`config.mk`:
```
export PLATFORM = sky130hd
export DESIGN_NAME = xop_core
export DESIGN_NICKNAME = d
export VERILOG_FILES = /design/src/logic/xop_add16.v /design/src/logic/xop_core.v /design/src/logic/xop_mac.v
export VERILOG_INCLUDE_DIRS = /design/src /design/src/logic
export SDC_FILE = /design/constraint.sdc
export NUM_CORES = 1
export LEC_CHECK = 0
export ABC_CLOCK_PERIOD_IN_PS = 26300
export BUFFER_PORTS_ARGS = -buffer_cell sky130_fd_sc_hd__buf_2
export CAP_MARGIN = 20
export CORE_ASPECT_RATIO = 2
export CORE_MARGIN = 1.5
export CORE_UTILIZATION = 52
export DETAILED_ROUTE_END_ITERATION = 10
export PLACE_DENSITY_LB_ADDON = 0.05
export SETUP_SLACK_MARGIN = 0.3
export SYNTH_ARGS = -nofsm -noshare
export SYNTH_HDL_FRONTEND = slang
export SYNTH_SLANG_ARGS = --single-unit
```
`constraint.sdc`:
```
create_clock -name clk_sys -period 26.3 [get_ports clk_sys]
set_input_delay 2.63 -clock clk_sys [delete_from_list [all_inputs] [get_ports clk_sys]]
set_output_delay 2.63 -clock clk_sys [all_outputs]
set_load 0.01 [all_outputs]
```
`src/logic/xop_defines.vh`:
```
// Constants for the extended opcode execution unit
`ifndef XOP_DEFINES_VH
`define XOP_DEFINES_VH

// ==========================================================
// Escape prefix and second-byte opcodes
`define XOP_ESC           8'hA5
`define XOP_OP_INC_ALT    8'hA3
`define XOP_OP_JMP_PC     8'h73
`define XOP_OP_LSL_SUM    8'h23
`define XOP_OP_MAC        8'hA4
`define XOP_OP_MOVC_ALT   8'h93
`define XOP_OP_LOAD_ALT   8'h90
`define XOP_OP_XRD_ALT    8'hE0
`define XOP_OP_XWR_ALT    8'hF0

// ==========================================================
// Last cycle index of each instruction (cycle 0 = escape byte)
`define XOP_LAST_INC      4'h2
`define XOP_LAST_JMP      4'h2
`define XOP_LAST_LSL      4'h1
`define XOP_LAST_MAC      4'h8
`define XOP_LAST_MOVC     4'h2
`define XOP_LAST_LOAD     4'h3
`define XOP_LAST_XNEAR    4'h2
`define XOP_LAST_XFAR     4'h4
`define XOP_LAST_OTHER    4'h1

// ==========================================================
// Byte positions inside an instruction
`define XOP_CYC_OPCODE    4'h1
`define XOP_CYC_IMM_HI    4'h2
`define XOP_CYC_DATA      4'h2

// ==========================================================
// Core write port selectors
`define XOP_SEL_ACC       4'h0
`define XOP_SEL_B         4'h1
`define XOP_SEL_AX        4'h2
`define XOP_SEL_BX        4'h3
`define XOP_SEL_FP_LO     4'h4
`define XOP_SEL_FP_HI     4'h5
`define XOP_SEL_SP_LO     4'h6
`define XOP_SEL_SP_HI     4'h7
`define XOP_SEL_FLAGS     4'h8
`define XOP_SEL_SUM_CLR   4'h9

// ==========================================================
// Reset values
`define XOP_RST_BYTE      8'h00
`define XOP_RST_WORD      16'h0000
`define XOP_RST_SUM       40'h00_0000_0000
`define XOP_RST_CNT       4'h0

`endif

```
`src/logic/xop_add16.v`:
```
// Sixteen-bit base plus unsigned byte adder, modulo 65536
`timescale 1ns/100ps
module xop_add16 #(
    parameter AW = 16
) (
    // Operands
    input  wire [AW-1:0] base,
    input  wire [7:0]    offset,
    // Result
    output wire [AW-1:0] sum
);

    // ======================================================
    // Carry from the low byte ripples through; top carry drops
    assign sum = base + {{(AW-8){1'b0}}, offset};

endmodule

```
`src/logic/xop_core.v`:
```
// Extended opcode fetch, decode and execute unit
//
// Summary of operation
// - Escape byte A5 prefixes every extended opcode
// - Increment unselected pointer modulo 65536, no flags
// - Increment encoding A5 A3, two bytes, three cycles
// - Select zero makes second pointer the alternate
// - Jump to PC plus two plus accumulator
// - Shift forty-bit sum left, zero in, no flags
// - Code byte at accumulator plus alternate pointer
// - Signed 16x16 product added to 40-bit sum
// - Overflow set on signed overflow, cleared only by reset or a flags write
// - Carry follows sign of accumulated result
// - Load alternate pointer, high byte first
// - External read through alternate pointer into accumulator
// - External write of accumulator through alternate pointer
// - External read three cycles near, five far
`timescale 1ns/100ps
`include "xop_defines.vh"
module xop_core #(
    parameter AW       = 16,
    parameter NEAR_TOP = 16'h1000
) (
    // Clock and reset
    input  wire          clk_sys,
    input  wire          resetn,
    // Execution control
    input  wire          run,
    input  wire          pointer_select,
    // Core register write port
    input  wire          wr_en,
    input  wire [3:0]    wr_sel,
    input  wire [7:0]    wr_data,
    // Program memory, combinational read
    output wire [AW-1:0] code_addr,
    input  wire [7:0]    code_rdata,
    // Data memory, combinational read
    output wire [AW-1:0] data_addr,
    output wire          data_rd,
    output wire          data_wr,
    output wire          data_far,
    output wire [7:0]    data_wdata,
    input  wire [7:0]    data_rdata,
    // Architectural state
    output wire [AW-1:0] pc,
    output wire [7:0]    acc,
    output wire [7:0]    b_reg,
    output wire [7:0]    acc_high_extension,
    output wire [7:0]    b_high_extension,
    output wire [AW-1:0] first_pointer,
    output wire [AW-1:0] second_pointer,
    output wire [39:0]   mac_sum,
    output wire          flag_cy,
    output wire          flag_ov,
    // Status
    output wire          busy,
    output reg           done_r,
    output reg           foreign_r
);

    // ======================================================
    // State registers
    reg  [AW-1:0] pc_r;
    reg  [7:0]    acc_r;
    reg  [7:0]    b_r;
    reg  [7:0]    ax_r;
    reg  [7:0]    bx_r;
    reg  [AW-1:0] fp_r;
    reg  [AW-1:0] sp_r;
    reg  [39:0]   sum_r;
    reg           cy_r;
    reg           ov_r;
    reg           busy_r;
    reg  [3:0]    cnt_r;
    reg  [7:0]    op_r;
    reg  [7:0]    imm_hi_r;

    // ======================================================
    // Decode helpers
    wire [7:0]    op_cur;
    wire [AW-1:0] alt_ptr;
    wire [AW-1:0] alt_plus_acc;
    wire [AW-1:0] alt_plus_one;
    wire [AW-1:0] fetch_addr;
    wire [AW-1:0] pc_plus_two;
    wire [AW-1:0] jump_target;
    wire [39:0]   mac_out;
    wire          mac_ovf;
    wire          mac_neg;
    wire          is_xrd;
    wire          is_xwr;
    wire          in_data;
    reg  [3:0]    last_cnt;
    wire          last;

    // The opcode byte is live in cycle 1 and held afterwards
    assign op_cur = (cnt_r == `XOP_CYC_OPCODE) ? code_rdata : op_r;

    // Unselected pointer: select low picks the second one
    assign alt_ptr = pointer_select ? fp_r : sp_r;

    // Instruction bytes come from consecutive addresses
    assign fetch_addr  = pc_r + {{(AW-4){1'b0}}, cnt_r};
    assign pc_plus_two = pc_r + {{(AW-2){1'b0}}, 2'b10};

    // ======================================================
    // Shared adders
    xop_add16 #(.AW(AW)) u_alt_acc (
        .base   (alt_ptr),
        .offset (acc_r),
        .sum    (alt_plus_acc)
    );

    xop_add16 #(.AW(AW)) u_alt_inc (
        .base   (alt_ptr),
        .offset (8'h01),
        .sum    (alt_plus_one)
    );

    xop_add16 #(.AW(AW)) u_jump (
        .base   (pc_plus_two),
        .offset (acc_r),
        .sum    (jump_target)
    );

    // ======================================================
    // Multiply-accumulate datapath
    xop_mac u_mac (
        .a_lo     (acc_r),
        .a_hi     (ax_r),
        .b_lo     (b_r),
        .b_hi     (bx_r),
        .sum_in   (sum_r),
        .sum_out  (mac_out),
        .overflow (mac_ovf),
        .negative (mac_neg)
    );

    // ======================================================
    // Data space access through the alternate pointer
    assign is_xrd   = busy_r && (op_r == `XOP_OP_XRD_ALT);
    assign is_xwr   = busy_r && (op_r == `XOP_OP_XWR_ALT);
    assign in_data  = cnt_r >= `XOP_CYC_DATA;
    assign data_far = alt_ptr >= NEAR_TOP;
    assign data_addr  = alt_ptr;
    assign data_wdata = acc_r;
    // Read is held from its first data cycle until commit
    assign data_rd  = is_xrd && in_data;
    // Write is a single pulse in the commit cycle
    assign data_wr  = is_xwr && last;

    // Code lookup borrows the fetch port in its data cycle
    assign code_addr = (busy_r && op_r == `XOP_OP_MOVC_ALT && in_data) ?
                       alt_plus_acc : fetch_addr;

    // ======================================================
    // Completion cycle of the instruction in flight
    always @* begin
        case (op_cur)
            `XOP_OP_INC_ALT:  last_cnt = `XOP_LAST_INC;
            `XOP_OP_JMP_PC:   last_cnt = `XOP_LAST_JMP;
            `XOP_OP_LSL_SUM:  last_cnt = `XOP_LAST_LSL;
            `XOP_OP_MAC:      last_cnt = `XOP_LAST_MAC;
            `XOP_OP_MOVC_ALT: last_cnt = `XOP_LAST_MOVC;
            `XOP_OP_LOAD_ALT: last_cnt = `XOP_LAST_LOAD;
            `XOP_OP_XRD_ALT,
            `XOP_OP_XWR_ALT:  last_cnt = data_far ? `XOP_LAST_XFAR :
                                                    `XOP_LAST_XNEAR;
            default:          last_cnt = `XOP_LAST_OTHER;
        endcase
    end

    assign last = busy_r && (cnt_r == last_cnt);

    // ======================================================
    // Sequencer: escape detect, operand capture, commit.
    // Nothing architectural moves before the last cycle, so a
    // stalled or partial fetch never leaves half an update.
    always @(posedge clk_sys or negedge resetn) begin
        if (!resetn) begin
            busy_r    <= 1'b0;
            cnt_r     <= `XOP_RST_CNT;
            op_r      <= `XOP_RST_BYTE;
            imm_hi_r  <= `XOP_RST_BYTE;
            done_r    <= 1'b0;
            foreign_r <= 1'b0;
        end else begin
            done_r    <= 1'b0;
            foreign_r <= 1'b0;
            if (!busy_r) begin
                if (run) begin
                    if (code_rdata == `XOP_ESC) begin
                        busy_r <= 1'b1;
                        cnt_r  <= `XOP_CYC_OPCODE;
                    end else begin
                        foreign_r <= 1'b1;
                    end
                end
            end else if (last) begin
                busy_r <= 1'b0;
                cnt_r  <= `XOP_RST_CNT;
                done_r <= 1'b1;
            end else begin
                cnt_r <= cnt_r + 4'h1;
                if (cnt_r == `XOP_CYC_OPCODE) begin
                    op_r <= code_rdata;
                end
                if (cnt_r == `XOP_CYC_IMM_HI) begin
                    imm_hi_r <= code_rdata;
                end
            end
        end
    end

    // ======================================================
    // Program counter: plain opcodes skip one byte, extended ones
    // other than the jump move by their byte length at commit only
    always @(posedge clk_sys or negedge resetn) begin
        if (!resetn) begin
            pc_r <= `XOP_RST_WORD;
        end else if (!busy_r && run && code_rdata != `XOP_ESC) begin
            pc_r <= pc_r + {{(AW-1){1'b0}}, 1'b1};
        end else if (last) begin
            if (op_cur == `XOP_OP_JMP_PC) begin
                pc_r <= jump_target;
            end else if (op_cur == `XOP_OP_LOAD_ALT) begin
                pc_r <= fetch_addr + {{(AW-1){1'b0}}, 1'b1};
            end else begin
                pc_r <= pc_plus_two;
            end
        end
    end

    // ======================================================
    // Accumulator and operand registers; the core may write them
    // only while no extended instruction is in flight
    always @(posedge clk_sys or negedge resetn) begin
        if (!resetn) begin
            acc_r <= `XOP_RST_BYTE;
            b_r   <= `XOP_RST_BYTE;
            ax_r  <= `XOP_RST_BYTE;
            bx_r  <= `XOP_RST_BYTE;
        end else if (last) begin
            // Operand registers are never written by the multiply
            if (op_cur == `XOP_OP_MOVC_ALT) begin
                acc_r <= code_rdata;
            end else if (op_cur == `XOP_OP_XRD_ALT) begin
                acc_r <= data_rdata;
            end
        end else if (!busy_r && wr_en) begin
            case (wr_sel)
                `XOP_SEL_ACC: acc_r <= wr_data;
                `XOP_SEL_B:   b_r   <= wr_data;
                `XOP_SEL_AX:  ax_r  <= wr_data;
                `XOP_SEL_BX:  bx_r  <= wr_data;
                default:      acc_r <= acc_r;
            endcase
        end
    end

    // ======================================================
    // Data pointers; instructions touch only the unselected one, the write port either
    always @(posedge clk_sys or negedge resetn) begin
        if (!resetn) begin
            fp_r <= `XOP_RST_WORD;
            sp_r <= `XOP_RST_WORD;
        end else if (last) begin
            if (op_cur == `XOP_OP_INC_ALT) begin
                if (pointer_select) begin
                    fp_r <= alt_plus_one;
                end else begin
                    sp_r <= alt_plus_one;
                end
            end else if (op_cur == `XOP_OP_LOAD_ALT) begin
                if (pointer_select) begin
                    fp_r <= {imm_hi_r, code_rdata};
                end else begin
                    sp_r <= {imm_hi_r, code_rdata};
                end
            end
        end else if (!busy_r && wr_en) begin
            case (wr_sel)
                `XOP_SEL_FP_LO: fp_r[7:0]    <= wr_data;
                `XOP_SEL_FP_HI: fp_r[AW-1:8] <= wr_data;
                `XOP_SEL_SP_LO: sp_r[7:0]    <= wr_data;
                `XOP_SEL_SP_HI: sp_r[AW-1:8] <= wr_data;
                default:        fp_r         <= fp_r;
            endcase
        end
    end

    // ======================================================
    // Running sum and flags; overflow is sticky across products
    always @(posedge clk_sys or negedge resetn) begin
        if (!resetn) begin
            sum_r <= `XOP_RST_SUM;
            cy_r  <= 1'b0;
            ov_r  <= 1'b0;
        end else if (last) begin
            if (op_cur == `XOP_OP_MAC) begin
                sum_r <= mac_out;
                cy_r  <= mac_neg;
                if (mac_ovf) begin
                    ov_r <= 1'b1;
                end
            end else if (op_cur == `XOP_OP_LSL_SUM) begin
                sum_r <= {sum_r[38:0], 1'b0};
            end
        end else if (!busy_r && wr_en) begin
            if (wr_sel == `XOP_SEL_FLAGS) begin
                ov_r <= wr_data[1];
                cy_r <= wr_data[0];
            end else if (wr_sel == `XOP_SEL_SUM_CLR) begin
                sum_r <= `XOP_RST_SUM;
            end
        end
    end

    // ======================================================
    // State outputs straight from flops
    assign busy               = busy_r;
    assign pc                 = pc_r;
    assign acc                = acc_r;
    assign b_reg              = b_r;
    assign acc_high_extension = ax_r;
    assign b_high_extension   = bx_r;
    assign first_pointer      = fp_r;
    assign second_pointer     = sp_r;
    assign mac_sum            = sum_r;
    assign flag_cy            = cy_r;
    assign flag_ov            = ov_r;

endmodule

```
`src/logic/xop_mac.v`:
```
// Signed 16x16 multiply added to a 40-bit running sum, with flags
`timescale 1ns/100ps
module xop_mac (
    // Operands
    input  wire [7:0]  a_lo,
    input  wire [7:0]  a_hi,
    input  wire [7:0]  b_lo,
    input  wire [7:0]  b_hi,
    input  wire [39:0] sum_in,
    // Results
    output wire [39:0] sum_out,
    output wire        overflow,
    output wire        negative
);

    wire signed [15:0] op_a;
    wire signed [15:0] op_b;
    wire signed [31:0] prod;
    wire        [39:0] prod_ext;

    // ======================================================
    // Product is sign extended to the sum width before the add
    assign op_a     = {a_hi, a_lo};
    assign op_b     = {b_hi, b_lo};
    assign prod     = op_a * op_b;
    assign prod_ext = {{8{prod[31]}}, prod};
    assign sum_out  = sum_in + prod_ext;

    // Overflow: like-signed addends giving a result of other sign
    assign overflow = (sum_in[39] == prod_ext[39]) && (sum_out[39] != sum_in[39]);
    assign negative = sum_out[39];

endmodule

```
==> impl_results.md, run 1 <==
- Status: complete, no violations
- Initial antenna violation count: 2
- Area Overhead vs Synth: 9.58%
- Most frequent cells in the layout: inv_1, fa_1, nand2_1, buf_2, ha_1
- Max reg flops: 40
- Final Net Count: 3053
- Critical Path RT: 23670 ps
- Die width: 148 µm
- DR pass1 iterations: 5
- Worst r2r src: acc[2]$_DFFE_PN0P_
- Synth cell types: 89
- FF-to-FF path depth: 33
- Critical path endpoint category: output port
- Register bit total from synthesis: 145
- Asr flop ratio synth: 100%
- Syn Nets: 2914
- Ys flop type: dfrtp_1
- Root buffer cell: clkbuf_16
- Cell Rows: 105
- Largest net degree at the start of global routing: 86
- Congestion Overflow GR: 0
- Avg WL per Cell: 22.9 µm
- Max Root-Sink Buffers: 2
- Seq/Total Area, Yosys: 16.7%
- Most common cell after layout, fill and taps aside: inv_1
- CTS Buf Count: 17
- Final HPWL DP: 56800 µm
- Layout cell share with drive strength beyond 1: 13.5%
- Minimum clock period: 9070 ps
- Crit share post-route: 34.5%
- Initial core utilization: 52.9%
- Vias: 18800
- Vias in the first global route: 20300
- Cells after synthesis: 2466
- Clk Latency, worst-skew pair: 470 ps
- Top Ports: 201
- Hold Buf Count CTS: 0
- R2r setup slk: 17250 ps
- Starting DRT DRC Count: 876
- F_max: 110 MHz
- Crit Path Class: primary input to output port
- Max-slew headroom: 29.3%
- Die ar.: 43100 µm²
- CTS tree: built
- Startpoint types: primary input
- PortBufs: 200
- Gr usage total: 34.5%
- Fin Clk Skew: 17.8 ps
- Via density per instance: 5.96
- Max_cap viols: 0
- CP max FO: 26
- Netlist Area Pre-Place: 21700 µm²
- CTS sink cnt: 145
- Crit path DAT: 6440 ps
- Post-CTS sizing: 0
- Min-delay src: acc[4]$_DFFE_PN0P_
- First-pass GRT wire length: 113000 µm
- Number of post-CTS setup repair buffers: 0
- Hold-critical path depth: 1
- EDFF count, synth: 0
- Routed Antenna Nets: 0
- Average size of a mapped cell: 8.82 µm²
- Slew at the pin closest to its max-slew limit: 1060 ps
- Final wirelength: 72200 µm
- # setup viols final: 0
- Worst Hold Path EP: acc[4]$_DFFE_PN0P_
- Hold/Removal Path Class: flip-flop to flip-flop
- GPL Wtd Cong: 0.961
- DRC Markers: 0
- Final Hold Vio Count: 0
- Core area: 41100 µm²
- RSZ-0062 raised after global routing: no
- Yosys warns: 0
- Reg clk slew, reported paths: 80 ps
- Final setup TNS: 0 ps
- Die Y: 292 µm
- R2r endpoint: flag_cy$_DFFE_PN0P_
- Max Slew Vio Count: 0
- FILL cells: 3777
- H-tree levels: 4
-- worst max-delay path by stage --
stage,from,to,slack [ps],cells after the start
finish,pointer_select,code_addr[14],17230,17
floorplan,b_reg[7]$_DFFE_PN0P_,flag_cy$_DFFE_PN0P_,17750,30
global route,acc[2]$_DFFE_PN0P_,flag_cy$_DFFE_PN0P_,16750,33
detailed placement,pointer_select,code_addr[14],17310,15
global placement,pointer_select,code_addr[14],17330,15
CTS,pointer_select,code_addr[14],17280,15
-- layer usage --
metal / share of wire [%] / global-route usage (%) / wire [µm] / vias to the layer above
met5: 0.015 / 0 / 11 / -
met4: 6.2 / 20.7 / 4470 / 2
met3: 4.9 / 5.25 / 3560 / 245
met2: 55 / 65.6 / 40000 / 678
met1: 33 / 34.7 / 24200 / 9435
li1: - / - / - / 8457
-- synth_stat cells (6+ instances only) --
cell type | n | share of area [%]
o211ai_1 | 13 | 0.45
xnor2_1 | 87 | 3.5
dfrtp_1 | 145 | 17
and3_1 | 16 | 0.46
mux2_2 | 58 | 3.0
a21oi_1 | 119 | 2.7
nand4_1 | 11 | 0.32
a21boi_0 | 9 | 0.31
or2_2 | 9 | 0.26
nor2b_1 | 12 | 0.35
o21bai_1 | 8 | 0.28
o21ai_0 | 110 | 2.5
nand2_1 | 255 | 4.4
nand3_1 | 36 | 0.83
o31ai_1 | 33 | 1.1
buf_2 | 13 | 0.30
o21a_1 | 16 | 0.55
nand3b_1 | 10 | 0.35
a31oi_1 | 17 | 0.49
nor4_1 | 11 | 0.32
mux2i_1 | 48 | 2.2
a211oi_1 | 23 | 0.79
nor2_1 | 109 | 1.9
xor2_1 | 40 | 1.6
clkbuf_1 | 79 | 1.4
and2_1 | 130 | 3.7
nand2b_1 | 19 | 0.55
ha_1 | 149 | 8.6
mux2_1 | 6 | 0.31
a21o_1 | 53 | 1.8
nor3b_1 | 13 | 0.45
buf_4 | 13 | 0.45
or3_1 | 19 | 0.55
inv_1 | 365 | 6.3
nor3_1 | 36 | 0.83
fa_1 | 266 | 24
-- cell families after synthesis --
kind of cell | count (synthesis) | share of synthesized area (%)
multiplexers | 115 | 5.72
adder cells (fa/ha/maj) | 415 | 33.1
XOR/XNOR | 127 | 5.11
flip-flops | 145 | 16.7
AND/OR/NAND/NOR | 709 | 16.2
buffers and inverters | 475 | 8.51
AO/OA/AOI/OAI | 480 | 14.7
-- area by class of cell --
cell class,instances,area [µm²],area share [%]
Timing Repair Buffer,228,1220,5.11
Sequential cell,145,3630,15.2
Clock buffer,17,425,1.78
Antenna cell,3,7.51,0.0315
Tap cell,535,669,2.81
Clock inverter,15,204,0.856
Inverter,367,1380,5.79
Multi-Input combinational cell,1846,16300,68.4
-- stage by stage --
step / worst slack, ps / hold slack, ps / util, % / instances / area (µm²)
floorplan: 17750 / 474 / - / 2466 / 21700
global placement: 17330 / 484 / 56.4 / 3121 / 23200
detailed placement: 17310 / 493 / 56.4 / 3121 / 23200
CTS: 17280 / 513 / 57.9 / 3153 / 23800
global route: 16750 / 535 / 57.9 / 3153 / 23800
finish: 17230 / 512 / 58.0 / 3156 / 23800
-- worst max-delay path: stages --
cell      delay, ps
buf_2           530
mux2i_1         530
inv_1           280
ha_1            290
inv_1            70
fa_1            200
nor2b_1          60
o21ai_0         220
a21boi_0        160
o21ai_0         220
a21boi_0        140
o21ai_0         440
a211oi_1        170
xnor2_1         190
nand2_1          70
o21ai_0          80
buf_2           160
Power of run 1 is not shown: default switching activity piles up to over one toggle a cycle in this logic, so the estimate is an artifact.
==> inputs of run 2 (changes only) <==
- ABC_CLOCK_PERIOD_IN_PS: 26300 -> 8850
- clock period: 26.3 -> 8.85 ns (I/O delays scaled with it)
==> impl_results.md, run 2 (synthesis results as in run 1) <==
- Status: complete, no violations
- Initial antenna violation count: 2 (unchanged)
- Clk Latency, worst-skew pair: 460 ps (about the same)
- Starting DRT DRC Count: 743 (-15%)
- Core area: 41100 µm² (unchanged)
- Via density per instance: 5.84 (-2.0%)
- Slew at the pin closest to its max-slew limit: 1010 ps (-49.6 ps)
- RSZ-0062 raised after global routing: no
- Max_cap viols: 0 (unchanged)
- Root buffer cell: clkbuf_16
- Top Ports: 201 (unchanged)
- CTS tree: built
- PortBufs: 200 (unchanged)
- Final wirelength: 73000 µm (+1.0%)
- # setup viols final: 0 (unchanged)
- Cell Rows: 105 (unchanged)
- Hold/Removal Path Class: primary input to async pin
- Routed Antenna Nets: 0 (unchanged)
- Startpoint types: flip-flop
- Critical Path RT: 9170 ps (-14500 ps)
- CP dominant cell by count: fa_1
- Layout cell share with drive strength beyond 1: 18.3% (+4.8 points)
- Minimum clock period: 8320 ps
- Worst r2r src: acc[6]$_DFFE_PN0P_
- CTS sink cnt: 145 (unchanged)
- CP max FO: 5 (-81%)
- DRC Markers: 0 (unchanged)
- Reg clk slew, reported paths: 80 ps (about the same)
- Congestion Overflow GR: 0 (unchanged)
- Max reg flops: 40 (unchanged)
- Most common cell after layout, fill and taps aside: inv_1
- Die Y: 292 µm (unchanged)
- Most frequent cells in the layout: inv_1, fa_1, nand2_1, buf_2, ha_1
- Avg WL per Cell: 22.6 µm (-1.2%)
- R2r endpoint: flag_cy$_DFFE_PN0P_
- Crit Path Class: flip-flop to flip-flop
- GPL Wtd Cong: 0.974 (+1.4%)
- Max Slew Vio Count: 0 (unchanged)
- Gr usage total: 34.5% (-0.054 points)
- FF-to-FF path depth: 31 (-6.1%)
- Area Overhead vs Synth: 13.5%
- Largest net degree at the start of global routing: 64 (-26%)
- Final HPWL DP: 59200 µm (+4.1%)
- Crit path DAT: 8640 ps (+2200 ps)
- Max-slew headroom: 32.2% (+2.9 points)
- Initial core utilization: 52.9% (unchanged)
- Vias: 18900 (+0.30%)
- Final Net Count: 3127 (+2.4%)
- Slowest CP cell: dfrtp_4
- F_max: 120 MHz
- H-tree levels: 4 (unchanged)
- Final setup TNS: 0 ps (unchanged)
- Fin Clk Skew: 12.5 ps (-5.37 ps)
- Die ar.: 43100 µm² (unchanged)
- Hold Buf Count CTS: 0 (unchanged)
- Die width: 148 µm (unchanged)
- Vias in the first global route: 20200 (-0.78%)
- Max Root-Sink Buffers: 2 (unchanged)
- CP peak stage delay: 560 ps (+30 ps)
- Final Hold Vio Count: 0 (unchanged)
- CTS Buf Count: 17 (unchanged)
- Crit share post-route: 94.0%
- Critical path endpoint category: flip-flop
- DR pass1 iterations: 5 (unchanged)
- First-pass GRT wire length: 113000 µm (-0.20%)
- R2r setup slk: 530 ps (-16720 ps)
## run 2: per-layer routing
metal / share of wire [%] / vias to the layer above / wire length [µm] / track usage, %
met5: 0 / - / 0 / 0
li1: - / 8604 / - / -
met1: 34 / 9474 / 25000 / 34.5
met4: 6.4 / 0 / 4690 / 20.9
met3: 4.2 / 214 / 3050 / 4.69
met2: 55 / 581 / 40300 / 66.0
## run 2: area by class of cell
type	count	area, µm²
multi-input combinational	1846	16500
fill	3778	16400
sequential	145	3660
timing repair buffer	302	1810
inverter	367	1380
tap	535	669
clock buffer	17	425
clock inverter	15	195
antenna	2	5.00
## run 2: per-stage QoR
step | hold slack [ps] | worst slack (ps) | std cells | cell area, µm² | utilization, %
5_1_grt | 392 | 153 | 3228 | 24700 | 60.0
2_1_floorplan | 474 | 503 | 2466 | 21800 | -
4_1_cts | 383 | 318 | 3198 | 24200 | 59.0
3_3_place_gp | 482 | 74.8 | 3161 | 23500 | 57.2
6_report | 370 | 529 | 3229 | 24700 | 60.0
3_5_place_dp | 495 | 40.6 | 3161 | 23500 | 57.2
## run 2: worst max path at each step
stage                               to  slack [ps]                 start  depth (start not counted)
6_report           flag_cy$_DFFE_PN0P_         530    acc[6]$_DFFE_PN0P_                         31
5_1_grt            flag_cy$_DFFE_PN0P_         150    acc[6]$_DFFE_PN0P_                         33
4_1_cts            flag_cy$_DFFE_PN0P_         320    acc[6]$_DFFE_PN0P_                         36
3_5_place_dp       flag_cy$_DFFE_PN0P_          40    acc[6]$_DFFE_PN0P_                         31
3_3_place_gp   mac_sum[33]$_DFFE_PN0P_          70    acc[6]$_DFFE_PN0P_                         31
2_1_floorplan      flag_cy$_DFFE_PN0P_         500  b_reg[6]$_DFFE_PN0P_                         33
## run 2: worst max-delay path: cells and delay by family (launching register included)
family,cells,cell delay (ps)
adder cells (fa/ha/maj),8,3630
XOR/XNOR,2,250
AO/OA/AOI/OAI,14,3040
buffers and inverters,4,220
AND/OR/NAND/NOR,3,460
flip-flops,1,560
## run 2: timing repair
item / CTS / global route
gates resized for setup: 21 / 54
buffers inserted: 5 / 29
pin swaps: 8 / 31
endpoints found under the setup margin: 10 / 14
Power of run 2 is left out for the same reason.
